File: src/hdl/gdrc_pkg.sv
// constants for the graphics debug reset controller
// assumes a single 100 MHz core clock and a simple config-space port
package gdrc_pkg;
  localparam logic [7:0] GDRC_CTRL_OFFSET = 8'hc0;
  localparam logic [7:0] GDRC_CTRL_RESET = 8'h00;
  localparam int GDRC_REQ_BIT = 0;
  localparam int GDRC_DONE_BIT = 1;
  localparam int GDRC_CLK_MHZ = 100;
  localparam int GDRC_MIN_HOLD_US = 20;
  localparam int GDRC_MIN_HOLD_CYC = GDRC_MIN_HOLD_US * GDRC_CLK_MHZ;
  localparam int GDRC_SEQ_CYC = 16;
  localparam int GDRC_SYNC_STAGES = 3;
  typedef enum logic [1:0] {
    GDRC_IDLE = 2'b00,
    GDRC_ASSERT = 2'b01,
    GDRC_HELD = 2'b10
  } gdrc_state_e;
endpackage

File: src/hdl/gdrc_sync.sv
// three-flop synchroniser with agreement filter
// assumes an asynchronous level input
`timescale 1ns/1ps
module gdrc_sync (
  input wire logic core_clk_in,
  input wire logic rst_n_in,
  input wire logic async_in,
  output logic level_out
);
  typedef struct packed {
    logic [2:0] stage;
    logic level;
  } gdrc_sync_s;
  gdrc_sync_s st_reg;
  gdrc_sync_s st_next;
  always_comb begin
    st_next = st_reg;
    st_next.stage = {st_reg.stage[1:0], async_in};
    // first stage feeds only the second
    if (st_reg.stage[1] == st_reg.stage[2]) begin
      st_next.level = st_reg.stage[2];
    end
  end
  always_ff @(posedge core_clk_in) begin
    if (!rst_n_in) begin
      st_reg <= '0;
    end else begin
      st_reg <= st_next;
    end
  end
  assign level_out = st_reg.level;
endmodule

File: src/hdl/gdrc_seq_timer.sv
// debug reset sequence timer: counts after start, flags done
// assumes start held high for the whole sequence
`timescale 1ns/1ps
module gdrc_seq_timer #(
  parameter int CYCLES = gdrc_pkg::GDRC_SEQ_CYC
) (
  input wire logic core_clk_in,
  input wire logic rst_n_in,
  input wire logic start_in,
  output logic done_out
);
  import gdrc_pkg::*;
  localparam int CW = $clog2(CYCLES + 1);
  initial begin
    if (CYCLES < 1) $error("gdrc_seq_timer: CYCLES must be at least 1");
  end
  typedef struct packed {
    logic [CW-1:0] count;
    logic done;
  } gdrc_tmr_s;
  gdrc_tmr_s st_reg;
  gdrc_tmr_s st_next;
  always_comb begin
    st_next = st_reg;
    if (!start_in) begin
      st_next = '0;
    end else if (st_reg.count == CW'(CYCLES)) begin
      st_next.done = 1'b1;
    end else begin
      st_next.count = st_reg.count + CW'(1);
    end
  end
  always_ff @(posedge core_clk_in) begin
    if (!rst_n_in) begin
      st_reg <= '0;
    end else begin
      st_reg <= st_next;
    end
  end
  assign done_out = st_reg.done;
endmodule

File: src/hdl/gdrc_top.sv
// graphics debug reset controller with its config-space register
// assumes config accesses are single-cycle strobes on the core clock;
// graphics domains report their in-reset state on asynchronous pins
`timescale 1ns/1ps
module gdrc_top #(
  parameter int SEQ_CYCLES = gdrc_pkg::GDRC_SEQ_CYC
) (
  input wire logic core_clk_in,
  input wire logic rst_n_in,
  // config space port
  input wire logic cfg_wr_in,
  input wire logic cfg_rd_in,
  input wire logic [7:0] cfg_addr_in,
  input wire logic [7:0] cfg_wdata_in,
  output logic [7:0] cfg_rdata_out,
  output logic cfg_ack_out,
  input wire logic reg_lock_in,
  // in-reset acknowledgement from render and display domains
  input wire logic render_in_reset_in,
  input wire logic display_in_reset_in,
  // reset and halt controls to the graphics engine
  output logic render_reset_n_out,
  output logic display_reset_n_out,
  output logic mmio_regs_reset_out,
  output logic ring_ptr_reset_out,
  output logic cmd_fetch_drop_out,
  output logic pipe_halt_out,
  output logic fsm_reset_out,
  output logic display_halt_out,
  output logic pending_abandon_out,
  // legacy vga memory and io access gating, and the reset done flag
  input wire logic vga_req_in,
  input wire logic io_req_in,
  output logic vga_grant_out,
  output logic io_grant_out,
  output logic reset_done_flag_out
);
  import gdrc_pkg::*;

  initial begin
    if (SEQ_CYCLES < 1) $error("gdrc_top: SEQ_CYCLES must be at least 1");
  end

  // ----------------------------------------
  // state
  // ----------------------------------------
  typedef struct packed {
    gdrc_state_e state;
    logic req;
    logic done;
    logic [7:0] rdata;
    logic ack;
    logic rst_active;
    logic rst_n_hold;
    logic vga_grant;
    logic io_grant;
  } gdrc_top_s;

  gdrc_top_s st_reg;
  gdrc_top_s st_next;
  logic render_ack;
  logic display_ack;
  logic seq_done;
  logic hit;

  // ----------------------------------------
  // helpers
  // ----------------------------------------
  gdrc_sync u_sync_render (
    .core_clk_in(core_clk_in),
    .rst_n_in(rst_n_in),
    .async_in(render_in_reset_in),
    .level_out(render_ack)
  );

  gdrc_sync u_sync_display (
    .core_clk_in(core_clk_in),
    .rst_n_in(rst_n_in),
    .async_in(display_in_reset_in),
    .level_out(display_ack)
  );

  gdrc_seq_timer #(
    .CYCLES(SEQ_CYCLES)
  ) u_seq (
    .core_clk_in(core_clk_in),
    .rst_n_in(rst_n_in),
    .start_in(st_reg.req),
    .done_out(seq_done)
  );

  // ----------------------------------------
  // next state
  // ----------------------------------------
  assign hit = (cfg_addr_in == GDRC_CTRL_OFFSET);

  always_comb begin
    st_next = st_reg;
    st_next.ack = 1'b0;
    // config space always served, even during reset
    if ((cfg_wr_in || cfg_rd_in)) begin
      st_next.ack = 1'b1;
    end
    if (cfg_wr_in && hit && !reg_lock_in) begin
      st_next.req = cfg_wdata_in[GDRC_REQ_BIT];
    end
    st_next.rdata = 8'h00;
    if (cfg_rd_in && hit) begin
      st_next.rdata[GDRC_REQ_BIT] = st_reg.req;
      st_next.rdata[GDRC_DONE_BIT] = st_reg.done;
    end
    unique case (st_reg.state)
      GDRC_IDLE: begin
        st_next.rst_active = 1'b0;
        st_next.done = 1'b0;
        if (st_next.req) begin
          st_next.state = GDRC_ASSERT;
          st_next.rst_active = 1'b1;
        end
      end
      GDRC_ASSERT: begin
        st_next.rst_active = 1'b1;
        if (!st_next.req) begin
          st_next.state = GDRC_IDLE;
          st_next.rst_active = 1'b0;
          st_next.done = 1'b0;
        end else if (seq_done && render_ack && display_ack) begin
          st_next.state = GDRC_HELD;
          st_next.done = 1'b1;
        end
      end
      GDRC_HELD: begin
        if (!st_next.req) begin
          st_next.state = GDRC_IDLE;
          st_next.rst_active = 1'b0;
          st_next.done = 1'b0;
        end
      end
      default: begin
        st_next.state = GDRC_IDLE;
      end
    endcase
    // access gating follows the held request
    st_next.rst_n_hold = !st_next.rst_active;
    st_next.vga_grant = vga_req_in && !st_next.rst_active;
    st_next.io_grant = io_req_in && !st_next.rst_active;
  end

  always_ff @(posedge core_clk_in) begin
    if (!rst_n_in) begin
      st_reg <= '0;
      st_reg.state <= GDRC_IDLE;
      st_reg.rst_n_hold <= 1'b1;
      st_reg.req <= GDRC_CTRL_RESET[GDRC_REQ_BIT];
    end else begin
      st_reg <= st_next;
    end
  end

  // ----------------------------------------
  // outputs
  // ----------------------------------------
  assign cfg_rdata_out = st_reg.rdata;
  assign cfg_ack_out = st_reg.ack;
  assign render_reset_n_out = st_reg.rst_n_hold;
  assign display_reset_n_out = st_reg.rst_n_hold;
  assign mmio_regs_reset_out = st_reg.rst_active;
  assign ring_ptr_reset_out = st_reg.rst_active;
  assign cmd_fetch_drop_out = st_reg.rst_active;
  assign pipe_halt_out = st_reg.rst_active;
  assign fsm_reset_out = st_reg.rst_active;
  assign display_halt_out = st_reg.rst_active;
  assign pending_abandon_out = st_reg.rst_active;
  assign vga_grant_out = st_reg.vga_grant;
  assign io_grant_out = st_reg.io_grant;
  assign reset_done_flag_out = st_reg.done;
endmodule

File: config.mk
export PLATFORM = sky130hd
export DESIGN_NAME = gdrc_top
export DESIGN_NICKNAME = d
export VERILOG_FILES = /design/src/hdl/gdrc_pkg.sv /design/src/hdl/gdrc_sync.sv /design/src/hdl/gdrc_seq_timer.sv /design/src/hdl/gdrc_top.sv
export SDC_FILE = /design/constraint.sdc
export NUM_CORES = 1
export LEC_CHECK = 0
export BUFFER_PORTS_ARGS = -buffer_cell sky130_fd_sc_hd__buf_2
export CAP_MARGIN = 25
export CORE_ASPECT_RATIO = 1.75
export CORE_UTILIZATION = 40
export DETAILED_ROUTE_END_ITERATION = 6
export MAX_ROUTING_LAYER = met4
export PLACE_DENSITY_LB_ADDON = 0.12
export SYNTH_ARGS = -nofsm -noshare
export SYNTH_HDL_FRONTEND = slang
export SYNTH_SLANG_ARGS = --single-unit
File: constraint.sdc
create_clock -name core_clk_in -period 2 [get_ports core_clk_in]
set_clock_uncertainty 0.15 [all_clocks]
set_input_delay 0.4 -clock core_clk_in [delete_from_list [all_inputs] [get_ports core_clk_in]]
set_output_delay 0.4 -clock core_clk_in [all_outputs]
set_load 0.05 [all_outputs]
== Word level (Yosys, flattened, before mapping) ==
Cells that the tools add are included.

* Memories kept: 0
* RAM bits: 0
* Register bits after elaboration: 31
* Output and inout bits: 21
* ROM bits: 0
* Bits of input ports: 25
* Bits in latches: 0

* Mux-type cells: 14
* Shifts and indexed selects: 0
* $add $sub $neg: 1
* Divide/modulo/power cells: 0
* Equality and inequality tests: 9
* Multipliers: 0
* Order comparisons: 0
* Bitwise logic cells: 0
* Reduce and logical (&&, ||, !) cells: 17

{| class="wikitable"
|+ Operators by type and width
! operator !! number
|-
| $eq A8 B8 Y1 const B || 1
|-
| $mux W2 || 4
|-
| $logic_and A1 B1 Y1 || 7
|-
| $mux W1 || 7
|-
| $pmux W2 S3 || 1
|-
| $reduce_and A3 Y1 || 2
|-
| $add A5 B1 Y5 const B || 1
|-
| $eq A5 B5 Y1 const B || 1
|-
| $ne A2 B2 Y1 const B || 2
|-
| $reduce_and A2 Y1 || 2
|-
| $ne A3 B3 Y1 const B || 1
|-
| $pmux W1 S3 || 1
|-
| $reduce_bool A3 Y1 || 1
|-
| $eq A1 B1 Y1 || 2
|-
| $eq A2 B1 Y1 const B || 1
|-
| $eq A2 B2 Y1 const B || 1
|-
| $logic_not A1 Y1 || 2
|-
| $logic_not A2 Y1 || 1
|-
| $pmux W1 S2 || 1
|-
| $reduce_or A2 Y1 || 1
|-
| $logic_or A1 B1 Y1 || 1
|}

== Depth between registers and ports, before layout ==
* Depth in word-level cells: 8
* Mapped depth: 6
* Depth with buffers taken out: 5

== Modules after synthesis ==
From an unflattened synthesis, not the netlist that was laid out.

* Cell total of the unflattened synthesis: 106
* Area total of the unflattened synthesis: 1036.0 µm²

{| class="wikitable"
|+ By module, submodules not included
! module !! area an instance (µm²) !! cells an instance !! times used !! seq. area each (µm²)
|-
| gdrc_top || 546.8 || 60 || 1 || 220.2
|-
| gdrc_seq_timer || 256.5 || 26 || 1 || 120.1
|-
| gdrc_sync || 116.4 || 10 || 2 || 80.1
|}

== Worst setup path after synthesis ==
Ideal clock, no wire load.

* Kind: input to register
* Start: input port cfg_addr_in[1]
* End: register st_reg (netlist bit cmd_fetch_drop_out)
* Buffers on the path: 0
* Slack: -0.028 ns
* Arrival time: 1.818 ns
* Stages: 4
* Cells stage by stage: or4_4 -> or4_4 -> a32oi_2 -> and2_1

* Word-level cells in the longest chain between the ends: 6

{| class="wikitable"
|+ RTL lines
! element !! line !! RTL
|-
| start: declaration || gdrc_top.sv:13 || <nowiki>input wire logic [7:0] cfg_addr_in,</nowiki>
|-
| $eq A8 B8 Y1 * || gdrc_top.sv:95 || <nowiki>assign hit = (cfg_addr_in == GDRC_CTRL_OFFSET);</nowiki>
|-
| $logic_and A1 B1 Y1 * (2 in series) || gdrc_top.sv:104 || <nowiki>if (cfg_wr_in && hit && !reg_lock_in) begin</nowiki>
|-
| $mux W1 * || gdrc_top.sv:104 ||
|-
| $mux W1, on equally long branches || gdrc_top.sv:133, gdrc_top.sv:116, gdrc_top.sv:123 ||
|-
| $pmux W1 S2 * || gdrc_top.sv:112 || <nowiki>unique case (st_reg.state)</nowiki>
|-
| end signal: assignment || gdrc_top.sv:156 || <nowiki>st_reg <= st_next;</nowiki>
|-
| end: declaration || gdrc_top.sv:59 || <nowiki>gdrc_top_s st_reg;</nowiki>
|}

Every way passes the cells marked *; elsewhere a longest branch is shown, timed or not.
A chain may end at the register's enable or synchronous reset.

== Worst setup path after layout ==
Same ends and word-level chain as after synthesis.

==> summary.txt <==
Drt
  • Drt total wl: 1620 µm
  • Drt pass-1 iters: 4
  • Routed length per instance: 10.0 µm
  • Drt drc: 0
  • Final ANT Viol Nets: 0
  • Via count: 759
  • Drt initial violations: 15
  • DR vias/cell: 4.69

Timing
  • Setup_tns: 0 ns
  • Count of final setup violators: 0
  • Final Cycle Share: 0.942
  • WHS: 0.181 ns
  • Max-slew violations: 0
  • Post-route minimum period: 1.88 ns
  • Final hold vios: 0
  • Fmax: 0.531 GHz
  • Unrepaired setup endpoints after global routing: false

Setup path
  • Crit end category: flop
  • Arrival @ worst endpoint: 1.95 ns
  • Worst endpoint required time: 2.07 ns
  • Crit Path Class: input pin to flop
  • R2R depth: 6
  • Critical path launch point type: input pin
  • CP Max Fanout: 4

Power
  • Highest ir drop seen on vdd: 0.417 mV
  • Reg power frac: 0.578
  • Combinational power share: 0.083
  • P per Cell Area: 732 nW/µm²
  • Clock power share: 0.338
  • Internal power: 668 µW
  • Sw frac: 0.239
  • Leakage: 0.000545 µW
  • P_sw: 210 µW

Synthesis
  • Compound-cell area share of the yosys netlist: 0.0707
  • Seq cells post-synth: 25
  • Synth async-reset ratio: 0
  • Cells after synthesis: 109
  • Unique masters post-synth: 28
  • Primary FF master, synth: dfxtp_1
  • Mapped Area: 1040 µm²
  • Post-synthesis xor/xnor area fraction: 0.0335
  • Yosys synthesis warning count: 0
  • Largest family of logic cells by synthesized area: simple AND/OR/NAND/NOR gates
  • Synthesized-area fraction occupied by and/or/nand/nor cells: 0.219
  • Syn Area/Cell: 9.58 µm²
  • Number of synthesized flops with an enable pin: 0
  • Adder-cell share of the synthesized area: 0.0240
  • Post-synthesis mux area share: 0.0192
  • Part of the Yosys area used for sequential elements: 0.479

Run status
  • Status: finished, final reports clean

Floorplanning
  • Initial Utilization: 0.419
  • DIE AREA: 2830 µm²
  • # IOs: 46
  • Std-Cell Rows: 24
  • Horiz. Die Dim: 40.6 µm
  • Die Height: 69.6 µm
  • CORE AREA: 2490 µm²

Placement
  • Routability Congestion: 0.669
  • # port buffers: 32
  • Detailed-placement wirelength estimate: 1300 µm
  • Placed Area: 1150 µm²

Cells and area
  • Sequential cell area: 500 µm²
  • Multi-input gate area: 405 µm²
  • Max FFs per register: 5
  • # diodes: 0
  • Area Growth Syn to Fin: 14.9%
  • Nets: 164
  • Layout fillers: 262
  • Fraction of layout cells with a size suffix above 1: 0.324
  • Post-route cell area: 1200 µm²

Clocking
  • Post-CTS setup buffer count: 0
  • CTS tree: yes
  • Hold-fix buffers, CTS: 0
  • CTS root buf: clkbuf_8
  • Clock Sinks: 25
  • Clk buf depth: 2
  • Clock-pin slew on the worst setup and hold paths: 0.08 ns
  • # H-tree levels: 1
  • Worst skew pair latency: 0.27 ns
  • CTS Buf Count: 3
  • Post-CTS sizing: 0

Hold path
  • Hold WC Path Type: input pin to flop
  • Worst Hold Depth: 2

GRT
  • Vias in the first global route: 764
  • First-pass GRT wire length: 2730 µm
  • Largest net degree at the start of global routing: 20
  • Total GRT Usage: 0.138
  • Grt ovf: 0
  • Initial antenna violation count: 0

Job
  • Max-Cap Viols: 0
-- layer usage --
metal,track usage,vias up,routed length [µm]
li1,-,388,-
met1,0.115,351,629
met2,0.247,15,911
met3,0.0288,5,44
met4,0.0778,0,36
met5,-,-,0
-- final timing paths --
path | slack, ns | to | startpoint
max | 0.12 | cmd_fetch_drop_out | cfg_addr_in[1]
min | 0.18 | u_sync_render.st_next[2] | render_in_reset_in
max reg2reg | 0.51 | u_seq.st_reg[2] | u_seq.st_reg[1]
min reg2reg | 0.29 | u_sync_render.st_next[3] | u_sync_render.st_next[2]
-- cells in the final DEF, fill, tap and decap left out --
master      Yosys  layout
buf_2           0      32
buf_4          16       4
o21ai_0         2       2
o41ai_1         1       1
nor4bb_1        1       1
and3_1          1       1
xor2_1          2       2
mux2i_1         2       2
nand4_1         1       1
a32oi_2         1       1
clkinvlp_4      0       1
a21boi_0        2       2
dfxtp_1        25      25
conb_1          1       6
inv_1           6       6
and4b_1         1       1
a21oi_1         1       1
nor2_1         11      11
nand2_1        11      11
o21a_1          1       1
o2111a_1        1       1
nor3_1          2       2
and2_1          8       8
clkbuf_8        0       3
xnor2_1         2       2
nand4bb_2       1       1
ha_1            2       2
or4_4           2       2
nand3_1         3       3
-- per-stage QoR --
| stage | worst slack (ns) | utilization | std cells | total power (µW) |
|---|---|---|---|---|
| 6_report | 0.116 | 0.481 | 162 | 878 |
| 5_1_grt | 0.0382 | 0.481 | 162 | 916 |
| 2_1_floorplan | -0.0270 | - | 114 | 582 |
| 3_3_place_gp | -0.167 | 0.462 | 158 | 593 |
| 4_1_cts | 0.108 | 0.481 | 162 | 893 |
| 3_5_place_dp | -0.172 | 0.462 | 158 | 594 |
-- layout make-up --
cell class / instances / share of cell area
clock buffers: 3 / 0.0344
inverters: 6 / 0.0188
multi-input cells: 65 / 0.338
clock inverters: 1 / 0.00626
flip-flops and latches: 25 / 0.417
well taps: 26 / 0.0271
repair buffers: 36 / 0.158
-- power by group through the flow --
stage	clock (µW)	combinational (µW)	sequential, µW
floorplan	0	50.3	532
global placement	0	72.9	520
detailed placement	0	73.9	520
CTS	311	74.0	508
global route	328	78.6	509
finish	297	73.3	508
-- synth_stat cells, types with 2 or more instances --
library cell | count | area share
o21ai_0 | 2 | 0.0096
nand2_1 | 11 | 0.040
ha_1 | 2 | 0.024
inv_1 | 6 | 0.022
xnor2_1 | 2 | 0.017
xor2_1 | 2 | 0.017
nor2_1 | 11 | 0.040
or4_4 | 2 | 0.022
and2_1 | 8 | 0.048
mux2i_1 | 2 | 0.019
a21boi_0 | 2 | 0.014
nor3_1 | 2 | 0.0096
buf_4 | 16 | 0.11
nand3_1 | 3 | 0.014
dfxtp_1 | 25 | 0.48
-- worst max-delay path, stage by stage --
cell	delay (ns)
buf_2	0.09
or4_4	0.52
or4_4	0.50
a32oi_2	0.28
and2_1	0.15
-- logic make-up after synthesis --
kind of cell | after synthesis
muxes | 2
and+or+nand+nor | 42
buffers and inverters | 24
xor gates and xnor gates | 4
adders and majority gates | 2
DFF | 25
AOI/OAI and AO/OA | 9
other | 1
Power figures use the tool's default switching activity.
